$ cat src/fdp_pkg.sv
package fdp_pkg;

   // Byte addresses of the table dwords
   localparam logic [7:0] FDP_OFF_SIGNATURE = 8'h00;
   localparam logic [7:0] FDP_OFF_REVISION  = 8'h04;
   localparam logic [7:0] FDP_OFF_HDR_ID    = 8'h08;
   localparam logic [7:0] FDP_OFF_HDR_PTR   = 8'h0C;
   localparam logic [7:0] FDP_OFF_ERASE     = 8'h30;
   localparam logic [7:0] FDP_OFF_SIZE      = 8'h34;
   localparam logic [7:0] FDP_OFF_QUAD      = 8'h38;
   localparam logic [7:0] FDP_OFF_DUAL      = 8'h3C;
   localparam logic [7:0] FDP_TABLE_LAST    = 8'h3F;
   // Local control and status registers
   localparam logic [7:0] FDP_OFF_CTRL      = 8'h80;
   localparam logic [7:0] FDP_OFF_PROBE_ADR = 8'h84;
   localparam logic [7:0] FDP_OFF_PROBE_DAT = 8'h88;
   localparam logic [7:0] FDP_OFF_STATUS    = 8'h8C;

   // Header bytes
   localparam logic [31:0] FDP_SIGNATURE = {8'h50, 8'h44, 8'h46, 8'h53};
   localparam logic [7:0]  FDP_REV_MINOR = 8'h06;
   localparam logic [7:0]  FDP_REV_MAJOR = 8'h01;
   localparam logic [7:0]  FDP_HDR_COUNT = 8'h00;
   localparam logic [7:0]  FDP_FILL_BYTE = 8'hFF;
   localparam logic [7:0]  FDP_ID_LSB    = 8'h00;
   localparam logic [7:0]  FDP_ID_MSB    = 8'hFF;
   localparam logic [7:0]  FDP_TBL_LEN   = 8'h10;
   localparam logic [23:0] FDP_TBL_PTR   = 24'h000030;

   // Basic table fields
   localparam logic [1:0]  FDP_ERASE_4K  = 2'h1;
   localparam logic [7:0]  FDP_OP_ERASE  = 8'h20;
   localparam logic [7:0]  FDP_RD_CAPS   = 8'hF9;
   localparam logic [31:0] FDP_SIZE_M1   = 32'h01FFFFFF;
   localparam logic [4:0]  FDP_W_144 = 5'h04;
   localparam logic [2:0]  FDP_M_144 = 3'h2;
   localparam logic [7:0]  FDP_OP_144 = 8'hEB;
   localparam logic [4:0]  FDP_W_114 = 5'h08;
   localparam logic [2:0]  FDP_M_114 = 3'h0;
   localparam logic [7:0]  FDP_OP_114 = 8'h6B;
   localparam logic [4:0]  FDP_W_112 = 5'h08;
   localparam logic [2:0]  FDP_M_112 = 3'h0;
   localparam logic [7:0]  FDP_OP_112 = 8'h3B;
   localparam logic [4:0]  FDP_W_122 = 5'h00;
   localparam logic [2:0]  FDP_M_122 = 3'h4;
   localparam logic [7:0]  FDP_OP_122 = 8'hBB;
   localparam logic [31:0] FDP_GAP_WORD = 32'hFFFFFFFF;

   // Whole table, one dword per entry, lowest byte in bits 7:0
   localparam logic [31:0] FDP_TABLE [16] = '{
      FDP_SIGNATURE,
      {FDP_FILL_BYTE, FDP_HDR_COUNT, FDP_REV_MAJOR, FDP_REV_MINOR},
      {FDP_TBL_LEN, FDP_REV_MAJOR, FDP_REV_MINOR, FDP_ID_LSB},
      {FDP_ID_MSB, FDP_TBL_PTR},
      FDP_GAP_WORD, FDP_GAP_WORD, FDP_GAP_WORD, FDP_GAP_WORD,
      FDP_GAP_WORD, FDP_GAP_WORD, FDP_GAP_WORD, FDP_GAP_WORD,
      {FDP_FILL_BYTE, FDP_RD_CAPS, FDP_OP_ERASE,
       3'h7, 1'b0, 1'b0, 1'b1, FDP_ERASE_4K},
      FDP_SIZE_M1,
      {FDP_OP_114, FDP_M_114, FDP_W_114,
       FDP_OP_144, FDP_M_144, FDP_W_144},
      {FDP_OP_122, FDP_M_122, FDP_W_122,
       FDP_OP_112, FDP_M_112, FDP_W_112}
   };

   // Control and status field layout
   localparam int unsigned FDP_CTRL_PORT_EN = 0;
   localparam int unsigned FDP_CTRL_STRICT  = 1;
   localparam logic [1:0]  FDP_CTRL_RST     = 2'h1;
   localparam int unsigned FDP_STAT_ERR     = 0;
   localparam int unsigned FDP_STAT_CLR_CNT = 1;
   localparam int unsigned FDP_STAT_REF_LSB = 8;
   localparam int unsigned FDP_STAT_RD_LSB  = 16;

   // APB request from the master
   typedef struct packed {
      logic        psel;
      logic        penable;
      logic        pwrite;
      logic [7:0]  paddr;
      logic [31:0] pwdata;
      logic [3:0]  pstrb;
   } fdp_apb_req_s;

   // Byte request from the serial read engine
   typedef struct packed {
      logic       rd;
      logic [7:0] addr;
   } fdp_byte_req_s;

   // Bus slave phases
   typedef enum logic [1:0] {
      FDP_PH_IDLE,
      FDP_PH_DECODE,
      FDP_PH_ANSWER
   } fdp_phase_e;

   // Every flip-flop of the block
   typedef struct packed {
      fdp_phase_e  phase;
      logic [31:0] prdata;
      logic        pready;
      logic        pslverr;
      logic        wr_ok;
      logic [1:0]  ctrl;
      logic [7:0]  probe_addr;
      logic        sticky_err;
      logic [7:0]  refused;
      logic [15:0] byte_reads;
      logic [7:0]  byte_data;
      logic        byte_valid;
   } fdp_state_s;

endpackage

$ cat src/fdp_param_rom.sv
// Decided for this implementation: the APB interface to the registers.
`timescale 1ns/1ps
`default_nettype none
// Discoverable parameter table with an APB window and a byte port
module fdp_param_rom
   import fdp_pkg::*;
(
   input  wire logic                  pclk,
   input  wire logic                  presetn,
   input  wire fdp_pkg::fdp_apb_req_s apb_req,
   output logic               [31:0]  prdata,
   output logic                       pready,
   output logic                       pslverr,
   input  wire fdp_pkg::fdp_byte_req_s byte_req,
   output logic               [7:0]   byte_data,
   output logic                       byte_valid
);
   import fdp_pkg::*;

   // Present and next state
   fdp_state_s st;
   fdp_state_s next_st;

   // Table lookup for bus reads
   logic [31:0] bus_word;
   // Table lookup for the serial byte port
   logic [31:0] byte_word;
   logic [7:0]  byte_rom;
   // Table lookup for the software probe
   logic [7:0]  probe_rom;
   logic [31:0] probe_word;

   // Decode helpers
   logic        setup;
   logic        in_table;
   logic        aligned;
   logic        known;
   logic        is_ro;
   logic [31:0] rd_val;
   logic        rd_err;
   logic        done;

   // Bus word lookup
   fdp_rom u_rom_bus (
      .word_idx (apb_req.paddr[5:2]),
      .lane     (2'h0),
      .word     (bus_word),
      .byte_out ()
   );

   // Serial byte lookup
   fdp_rom u_rom_byte (
      .word_idx (byte_req.addr[5:2]),
      .lane     (byte_req.addr[1:0]),
      .word     (byte_word),
      .byte_out (byte_rom)
   );

   // Probe lookup, steered by the software probe address
   fdp_rom u_rom_probe (
      .word_idx (st.probe_addr[5:2]),
      .lane     (st.probe_addr[1:0]),
      .word     (probe_word),
      .byte_out (probe_rom)
   );

   // Address classification for the current bus request
   always_comb begin
      setup    = apb_req.psel && !apb_req.penable;
      in_table = apb_req.paddr <= FDP_TABLE_LAST;
      aligned  = apb_req.paddr[1:0] == 2'h0;
      // Local registers share the table's word alignment
      known    = in_table ||
                 apb_req.paddr == FDP_OFF_CTRL ||
                 apb_req.paddr == FDP_OFF_PROBE_ADR ||
                 apb_req.paddr == FDP_OFF_PROBE_DAT ||
                 apb_req.paddr == FDP_OFF_STATUS;
      known    = known && aligned;
      // Read-only targets: the whole table and the probe data
      is_ro    = in_table || apb_req.paddr == FDP_OFF_PROBE_DAT;
      // Completion edge: pready is sampled high here
      done     = apb_req.psel && apb_req.penable && st.pready;
   end

   // Read data mux; unmapped words answer zero with an error
   always_comb begin
      rd_val = 32'h0;
      rd_err = 1'b0;
      if (!known) begin
         // Misaligned or outside every register
         rd_err = 1'b1;
      end else if (in_table) begin
         // Table words, gaps read as all ones
         rd_val = bus_word;
      end else begin
         case (apb_req.paddr)
            FDP_OFF_CTRL: begin
               rd_val[1:0] = st.ctrl;
            end
            FDP_OFF_PROBE_ADR: begin
               rd_val[7:0] = st.probe_addr;
            end
            FDP_OFF_PROBE_DAT: begin
               // Beyond the table the probe sees erased fill
               rd_val[7:0] = (st.probe_addr <= FDP_TABLE_LAST) ?
                             probe_rom : FDP_FILL_BYTE;
            end
            FDP_OFF_STATUS: begin
               rd_val[FDP_STAT_ERR] = st.sticky_err;
               rd_val[FDP_STAT_REF_LSB +: 8] = st.refused;
               rd_val[FDP_STAT_RD_LSB +: 16] = st.byte_reads;
            end
            default: begin
               rd_err = 1'b1;
            end
         endcase
      end
   end

   // Next-state logic for the whole block
   always_comb begin
      next_st = st;
      // Byte port answer lasts one cycle
      next_st.byte_valid = 1'b0;

      // Serial byte port, one answer per request
      if (byte_req.rd) begin
         next_st.byte_valid = 1'b1;
         if (st.ctrl[FDP_CTRL_PORT_EN] &&
             byte_req.addr <= FDP_TABLE_LAST) begin
            // Signature and all fields straight from the table
            next_st.byte_data = byte_rom;
         end else begin
            // Disabled or beyond the modelled table: fill
            next_st.byte_data = FDP_FILL_BYTE;
         end
      end

      // Bus slave phases
      case (st.phase)
         FDP_PH_IDLE: begin
            // Wait for a setup cycle
            next_st.pready  = 1'b0;
            next_st.pslverr = 1'b0;
            if (setup) begin
               next_st.phase = FDP_PH_DECODE;
            end
         end
         FDP_PH_DECODE: begin
            // First access cycle: register the answer
            if (apb_req.psel && apb_req.penable) begin
               next_st.phase  = FDP_PH_ANSWER;
               next_st.pready = 1'b1;
               if (!apb_req.pwrite) begin
                  next_st.prdata  = rd_val;
                  next_st.pslverr = rd_err;
                  next_st.wr_ok   = 1'b0;
               end else if (!known) begin
                  // Unmapped write: error, no effect
                  next_st.prdata  = 32'h0;
                  next_st.pslverr = 1'b1;
                  next_st.wr_ok   = 1'b0;
               end else if (is_ro) begin
                  // Writes never alter the table
                  next_st.prdata  = 32'h0;
                  next_st.pslverr = st.ctrl[FDP_CTRL_STRICT];
                  next_st.wr_ok   = 1'b0;
               end else begin
                  next_st.prdata  = 32'h0;
                  next_st.pslverr = 1'b0;
                  next_st.wr_ok   = 1'b1;
               end
            end else begin
               // Master abandoned the transfer
               next_st.phase = FDP_PH_IDLE;
            end
         end
         FDP_PH_ANSWER: begin
            // Completion edge: writes take effect only here
            if (done) begin
               next_st.phase   = FDP_PH_IDLE;
               next_st.pready  = 1'b0;
               next_st.pslverr = 1'b0;
               if (apb_req.pwrite && st.wr_ok) begin
                  case (apb_req.paddr)
                     FDP_OFF_CTRL: begin
                        if (apb_req.pstrb[0]) begin
                           next_st.ctrl = apb_req.pwdata[1:0];
                        end
                     end
                     FDP_OFF_PROBE_ADR: begin
                        if (apb_req.pstrb[0]) begin
                           next_st.probe_addr = apb_req.pwdata[7:0];
                        end
                     end
                     FDP_OFF_STATUS: begin
                        // Write one to clear
                        if (apb_req.pstrb[0] &&
                            apb_req.pwdata[FDP_STAT_ERR]) begin
                           next_st.sticky_err = 1'b0;
                           next_st.refused    = 8'h0;
                        end
                        if (apb_req.pstrb[0] &&
                            apb_req.pwdata[FDP_STAT_CLR_CNT]) begin
                           next_st.byte_reads = 16'h0;
                        end
                     end
                     default: begin
                        // No other writable target
                     end
                  endcase
               end else if (apb_req.pwrite && is_ro && known) begin
                  // Refused write to the table or the probe data is recorded
                  next_st.sticky_err = 1'b1;
                  if (st.refused != 8'hFF) begin
                     next_st.refused = st.refused + 8'h1;
                  end
               end
            end
         end
         default: begin
            next_st.phase  = FDP_PH_IDLE;
            next_st.pready = 1'b0;
         end
      endcase

      // Byte reads counted after any clear, so a read wins
      if (byte_req.rd && next_st.byte_reads != 16'hFFFF) begin
         next_st.byte_reads = next_st.byte_reads + 16'h1;
      end
   end

   // State register; the table itself holds no state
   always_ff @(posedge pclk or negedge presetn) begin
      if (!presetn) begin
         st.phase      <= FDP_PH_IDLE;
         st.prdata     <= 32'h0;
         st.pready     <= 1'b0;
         st.pslverr    <= 1'b0;
         st.wr_ok      <= 1'b0;
         st.ctrl       <= FDP_CTRL_RST;
         st.probe_addr <= 8'h0;
         st.sticky_err <= 1'b0;
         st.refused    <= 8'h0;
         st.byte_reads <= 16'h0;
         st.byte_data  <= 8'h0;
         st.byte_valid <= 1'b0;
      end else begin
         st <= next_st;
      end
   end

   // Outputs straight from flip-flops
   assign prdata     = st.prdata;
   assign pready     = st.pready;
   assign pslverr    = st.pslverr;
   assign byte_data  = st.byte_data;
   assign byte_valid = st.byte_valid;
endmodule
`default_nettype wire

$ cat src/fdp_rom.sv
`timescale 1ns/1ps
`default_nettype none
// Constant table lookup: a dword and one byte lane of it
module fdp_rom
   import fdp_pkg::*;
(
   input  wire logic [3:0] word_idx,
   input  wire logic [1:0] lane,
   output logic      [31:0] word,
   output logic      [7:0]  byte_out
);
   // Lanes of the selected dword
   logic [7:0] lanes [4];

   // Pure constant, no state, so no reset or write reaches it
   assign word = FDP_TABLE[word_idx];

   // Split the dword so lowest address sits in bits 7:0
   genvar g;
   generate
      for (g = 0; g < 4; g++) begin : g_lane
         assign lanes[g] = word[8*g +: 8];
      end
   endgenerate

   // Pick the addressed byte
   assign byte_out = lanes[lane];
endmodule
`default_nettype wire
$ cat config.mk
export PLATFORM = sky130hd
export DESIGN_NAME = fdp_param_rom
export DESIGN_NICKNAME = d
export VERILOG_FILES = /design/src/fdp_pkg.sv /design/src/fdp_param_rom.sv /design/src/fdp_rom.sv
export SDC_FILE = /design/constraint.sdc
export NUM_CORES = 1
export LEC_CHECK = 0
export ABC_AREA = 0
export CAP_MARGIN = 10
export CORE_MARGIN = 2
export CORE_UTILIZATION = 50
export DETAILED_ROUTE_END_ITERATION = 7
export DONT_BUFFER_PORTS = 1
export GPL_TIMING_DRIVEN = 0
export MAX_ROUTING_LAYER = met4
export PLACE_DENSITY_LB_ADDON = 0.12
export SYNTH_ARGS = -nofsm -noshare
export SYNTH_HDL_FRONTEND = slang
export SYNTH_SLANG_ARGS = --single-unit
export TNS_END_PERCENT = 10
$ cat constraint.sdc
create_clock -name pclk -period 7.3 [get_ports pclk]
set_input_delay 0.365 -clock pclk [delete_from_list [all_inputs] [get_ports pclk]]
set_output_delay 0.365 -clock pclk [all_outputs]
set_load 0.005 [all_outputs]
==> impl_metrics.env, run 1 <==
export IMPL_rows=38
export IMPL_rr_worst_depth=10
export IMPL_drtIter0Drc=342
export IMPL_n_antenna_cell=0
export IMPL_yosys_area_top_type="dfrtp_1"
export IMPL_power_frac_seq=0.514
export IMPL_fill_cells=1064
export IMPL_cp_start_kind="flip-flop"
export IMPL_gr_total_overflow=0
export IMPL_synthArstFlopShare=1.000
export IMPL_place_congestion=0.9259
export IMPL_switching_share=0.2963
export IMPL_insertion_delay_ns=0.38
export IMPL_synthTopCellsByArea="dfrtp_1 36%, buf_4 5.5%, nand2_1 5.0%"
export IMPL_syn_to_final_growth_pct=7.471
export IMPL_cts_sinks=81
export IMPL_p_switching_mw=0.2933
export IMPL_via_count=4931
export IMPL_io_pins=101
export IMPL_postRouteAntennaNets=0
export IMPL_finalWorstSetupSlack_ns=4.106
export IMPL_synth_cells=643
export IMPL_viasPerCell=6.148
export IMPL_start_util=0.5153
export IMPL_power_internal_mw=0.6967
export IMPL_synth_main_ff_cell="dfrtp_1"
export IMPL_cts_root_buf="clkbuf_8"
export IMPL_dp_hpwl_um=11250
export IMPL_dieArea_um2=12080
export IMPL_cts_resized=0
export IMPL_netlist_area_leader_share=0.3568
export IMPL_irDropWorstVdd_uv=94.96
export IMPL_fin_crit_sh=0.4375
export IMPL_timing_slew_headroom=0.5611
export IMPL_crit_fanout=8
export IMPL_setup_violations=0
export IMPL_portBuffers=0
export IMPL_final_cell_mix="80 x dfrtp_1, 74 x nand2_1, 55 x a21oi_1"
export IMPL_rsz0062_at_grt="no"
export IMPL_power_density_nw_per_um2=164.2
export IMPL_drive_gt1_frac=0.1526
export IMPL_cts_tree="built"
export IMPL_cts_made_buffers=9
export IMPL_clk_pin_slew_ns=0.08
export IMPL_clkPwrFrac=0.347
export IMPL_post_drt_wl_per_cell_um=19.18
export IMPL_die_h_um=109.9
export IMPL_yosysSeqAreaShare=0.3615
export IMPL_synth_edf_count=0
export IMPL_core_um2=10890
export IMPL_synth_fp_nets=723
export IMPL_worst_pin_slew_ns=0.6584
export IMPL_antenna_found_initial=0
export IMPL_skew_ns=0.01184
export IMPL_synth_area_um2=5610
export IMPL_drtPass1Iterations=5
export IMPL_htreeDepth=3
export IMPL_pre_cts_ws_ns=3.971
export IMPL_ys_ff_latch=81
export IMPL_crit_type="reg2reg"
export IMPL_finalHoldViolCount=0
export IMPL_grt_use_total=0.2730
export IMPL_post_cts_buffers=0
export IMPL_setup_tns_final_ns=0
export IMPL_hold_depth=1
export IMPL_wl_um=15380
export IMPL_cts_hold_buf=2
export IMPL_grt_pass1_vias=4656
export IMPL_layout_commonest_cell="dfrtp_1"
export IMPL_endpoint_kind="flip-flop"
export IMPL_pwr_share_comb=0.140
export IMPL_maxCapViolations=0
export IMPL_drc=0
export IMPL_yosysWarnings=0
export IMPL_max_clock_freq_ghz=0.3131
export IMPL_synth_area_per_cell_um2=8.725
export IMPL_hold_path_class="in2reg"
export IMPL_drv_slew=0
export IMPL_fp_dieW_um=109.9
export IMPL_leakage_nw=2.674
export IMPL_required_ns=7.62
export IMPL_synth_cell_types=78
export IMPL_grt_first_pass_wirelength_um=24430
export IMPL_grt_max_degree=82
export IMPL_cts_max_path_buffers=2
export IMPL_min_period_ns=3.194
export IMPL_status="completed"
export IMPL_critical_path_arrival_ns=3.51
export IMPL_fin_nets=737
## cell usage after synthesis, types with 5 or more instances
cell type  count
a211oi_1      10
a21o_1         7
a21oi_1       55
a22o_1         5
and2_1        12
and3_1        13
buf_2         14
buf_4         41
clkbuf_1      20
dfrtp_1       80
ha_1          22
inv_1         13
mux2_1         7
mux2i_1        8
nand2_1       74
nand2b_1       7
nand3_1       15
nand4_1       16
nor2_1        45
nor3_1         9
o211ai_1       8
o21ai_0       25
o21ai_1        9
o22a_1         5
o22ai_1        5
o31ai_1       15
or2_2         10
or4_1          5
xor2_1         5
## sequential cells by signal, summed over array words and instances, names as in the netlist
signal      count
byte_valid      1
pready          1
pslverr         1
byte_data       8
prdata         32
st             38
## kinds of logic after synthesis
family | Yosys count | share of synthesized area
AO/OA/AOI/OAI | 184 | 0.2199
XOR/XNOR | 9 | 0.01405
adder cells (fa/ha/maj) | 22 | 0.04906
buffers and inverters | 88 | 0.08943
flip-flops | 81 | 0.3615
multiplexers | 18 | 0.03435
AND/OR/NAND/NOR | 241 | 0.2317
## per-layer routing
layer  routed length (µm)  up-vias  GRT usage
met5                    0        -          -
met4                  346        0     0.1004
met3                  993       27    0.04209
met1                 7145     2398     0.3750
met2                 6899      167     0.4075
li1                     -     2339          -
## through the flow
stage	util	std cells	total power, mW	hold slack [ns]	cell area, µm²
3_3_place_gp	0.5314	783	0.6379	0.07215	5786
4_1_cts	0.5529	801	0.9953	0.003469	6020
6_report	0.5538	802	0.9900	0.04863	6030
2_1_floorplan	-	643	0.6050	0.06941	5610
3_5_place_dp	0.5314	783	0.6425	0.07187	5786
5_1_grt	0.5538	802	1.039	0.03881	6030
## cell type report
type	count	area, µm²	area share
Buffer	75	452.9	0.07512
Clock buffer	12	145.1	0.02407
Clock inverter	4	51.30	0.008508
Inverter	13	48.80	0.008093
Multi-Input combinational cell	474	3080	0.5109
Sequential cell	81	2028	0.3364
Tap cell	140	175.2	0.02905
Timing Repair Buffer	3	47.55	0.007885
## power by group through the flow
stage	Combinational, mW	Clock (mW)	Sequential [mW]
2_1_floorplan	0.102	0	0.503
3_3_place_gp	0.123	0	0.515
3_5_place_dp	0.126	0	0.516
4_1_cts	0.138	0.350	0.507
5_1_grt	0.156	0.370	0.513
6_report	0.138	0.343	0.508
## path summary, 6_finish.rpt
kind	startpoint	end	slack, ns
worst max register to register	st[79]$_DFFE_PN0P_	st[22]$_DFF_PN0_	4.11
worst min-delay path	apb_req[45]	st[79]$_DFFE_PN0P_	0.05
min in group asynchronous	presetn	st[22]$_DFF_PN0_	0.56
max in group asynchronous	presetn	st[42]$_DFFE_PN1P_	6.37
worst min register to register	prdata[11]$_DFFE_PN0P_	prdata[11]$_DFFE_PN0P_	0.49
worst max-delay path	st[79]$_DFFE_PN0P_	st[22]$_DFF_PN0_	4.11
## critical path, cell delays in order (launching register included)
cell and delay, ns:
dfrtp_1 0.44, nand3b_1 0.30, nor4_4 0.49, nand3_4 0.22, and2_1 0.24, ha_1 0.25
and3_1 0.23, nand2_1 0.14, o21ai_1 0.19, or4_1 0.53, nand2_1 0.09
No activity file was read; power rests on OpenSTA's default activity.
==> run 2: changes to the inputs <==
==> constraint.sdc (replaced) <==
create_clock -name pclk -period 3.3 [get_ports pclk]
set_input_delay 0.165 -clock pclk [delete_from_list [all_inputs] [get_ports pclk]]
set_output_delay 0.165 -clock pclk [all_outputs]
set_load 0.005 [all_outputs]
==> impl_metrics.env, run 2 (synthesis results as in run 1) <==
export IMPL_htreeDepth=3
export IMPL_leakage_nw=2.732
export IMPL_power_density_nw_per_um2=357.7
export IMPL_die_h_um=109.9
export IMPL_cts_made_buffers=9
export IMPL_drv_slew=0
export IMPL_p_switching_mw=0.6512
export IMPL_dp_hpwl_um=11250
export IMPL_grt_pass1_vias=4727
export IMPL_fill_cells=1054
export IMPL_fin_nets=750
export IMPL_syn_to_final_growth_pct=9.701
export IMPL_final_cell_mix="80 x dfrtp_1, 74 x nand2_1, 55 x a21oi_1"
export IMPL_drtPass1Iterations=5
export IMPL_drtIter0Drc=368
export IMPL_fin_crit_sh=0.9390
export IMPL_cts_sinks=81
export IMPL_reg_top3="st x38, prdata x32, byte_data x8"
export IMPL_required_ns=3.62
export IMPL_drive_gt1_frac=0.1526
export IMPL_regMostFlops="st"
export IMPL_maxCapViolations=0
export IMPL_cts_max_path_buffers=2
export IMPL_irDropWorstVdd_uv=210.0
export IMPL_cts_resized=0
export IMPL_antenna_found_initial=0
export IMPL_grt_first_pass_wirelength_um=24740
export IMPL_portBuffers=0
export IMPL_placed_cell_area_um2=5786
export IMPL_postRouteAntennaNets=0
export IMPL_place_congestion=0.9259
export IMPL_grt_max_degree=82
export IMPL_worst_pin_slew_ns=0.6521
export IMPL_timing_slew_headroom=0.5653
export IMPL_min_period_ns=3.099
export IMPL_cp_start_kind="flip-flop"
export IMPL_core_um2=10890
export IMPL_cts_root_buf="clkbuf_8"
export IMPL_drc=0
export IMPL_critical_path_arrival_ns=3.42
export IMPL_crit_fanout=8
export IMPL_multiInputGateArea_um2=3080
export IMPL_start_util=0.5153
export IMPL_clkPwrFrac=0.345
export IMPL_via_count=4985
export IMPL_grt_use_total=0.2763
export IMPL_fp_dieW_um=109.9
export IMPL_hold_path_class="in2reg"
export IMPL_io_pins=101
export IMPL_power_internal_mw=1.551
export IMPL_status="completed"
export IMPL_viasPerCell=6.117
export IMPL_skew_ns=0.009653
export IMPL_largest_register_ffs=38
export IMPL_pwr_share_comb=0.144
export IMPL_switching_share=0.2958
export IMPL_n_antenna_cell=0
export IMPL_rsz0062_at_grt="no"
export IMPL_clk_pin_slew_ns=0.08
export IMPL_setup_violations=0
export IMPL_rows=38
export IMPL_crit_type="reg2reg"
export IMPL_post_drt_wl_per_cell_um=19.08
export IMPL_dieArea_um2=12080
export IMPL_finalHoldViolCount=0
export IMPL_cts_tree="built"
export IMPL_insertion_delay_ns=0.38
export IMPL_wl_um=15550
export IMPL_setup_tns_final_ns=0
export IMPL_max_clock_freq_ghz=0.3227
export IMPL_gr_total_overflow=0
export IMPL_endpoint_kind="flip-flop"
export IMPL_postLayoutCellArea_um2=6155
export IMPL_ff_latch_area_um2=2028
export IMPL_power_frac_seq=0.510
export IMPL_layout_commonest_cell="dfrtp_1"
-- run 2: critical path: stages (launching register included) --
cell	delay, ns
dfrtp_1	0.44
nand3b_1	0.30
nor4_4	0.31
buf_4	0.19
nand3_4	0.13
and2_1	0.21
ha_1	0.25
and3_1	0.23
nand2_1	0.14
o21ai_1	0.19
or4_1	0.53
nand2_1	0.09
-- run 2: final cells by class --
| class | instances | share of cell area |
|---|---|---|
| Multi-Input combinational cell | 474 | 0.5005 |
| Buffer | 75 | 0.07359 |
| Inverter | 13 | 0.007928 |
| Clock inverter | 4 | 0.008335 |
| Tap cell | 140 | 0.02846 |
| Clock buffer | 12 | 0.02358 |
| Timing Repair Buffer | 16 | 0.02805 |
| Sequential cell | 81 | 0.3295 |
-- run 2: timing repair --
action / CTS / global route
hold buffers: 14 / 0
hold endpoints to repair: 94 / 0
setup buffers: 0 / 2
endpoints found under the setup margin: 0 / 2
-- run 2: power by group through the flow --
stage | combinational [mW] | sequential (mW) | clock, mW
global placement | 0.273 | 1.14 | 0
CTS | 0.319 | 1.12 | 0.774
detailed placement | 0.279 | 1.14 | 0
finish | 0.318 | 1.12 | 0.760
floorplan | 0.225 | 1.11 | 0
global route | 0.359 | 1.14 | 0.819
-- run 2: final timing paths --
| check | endpoint | slack [ns] | depth (start not counted) | start |
|---|---|---|---|---|
| max | st[22]$_DFF_PN0_ | 0.20 | 11 | st[79]$_DFFE_PN0P_ |
| min | st[23]$_DFF_PN0_ | 0.02 | 2 | apb_req[5] |
| max reg2reg | st[22]$_DFF_PN0_ | 0.20 | 11 | st[79]$_DFFE_PN0P_ |
| min reg2reg | prdata[11]$_DFFE_PN0P_ | 0.49 | 2 | prdata[11]$_DFFE_PN0P_ |
| max in group asynchronous | st[42]$_DFFE_PN1P_ | 2.57 | 2 | presetn |
| min in group asynchronous | st[22]$_DFF_PN0_ | 0.36 | 2 | presetn |
-- run 2: per-layer routing --
layer	up-vias	routed length (µm)	global-route usage
met4	0	280	0.09584
met1	2423	7257	0.3791
met2	175	7089	0.4176
met5	-	0	-
met3	20	922	0.04031
li1	2367	-	-
-- run 2: per-stage QoR --
stage	power (mW)	hold slack (ns)	setup WS, ns	instances	util
global route	2.313	0.02578	0.04182	815	0.5653
finish	2.202	0.02110	0.2015	815	0.5653
floorplan	1.338	-0.1306	0.6932	643	-
global placement	1.411	-0.1278	0.1988	783	0.5314
detailed placement	1.421	-0.1281	0.1623	783	0.5314
CTS	2.214	0.01665	0.1410	813	0.5639
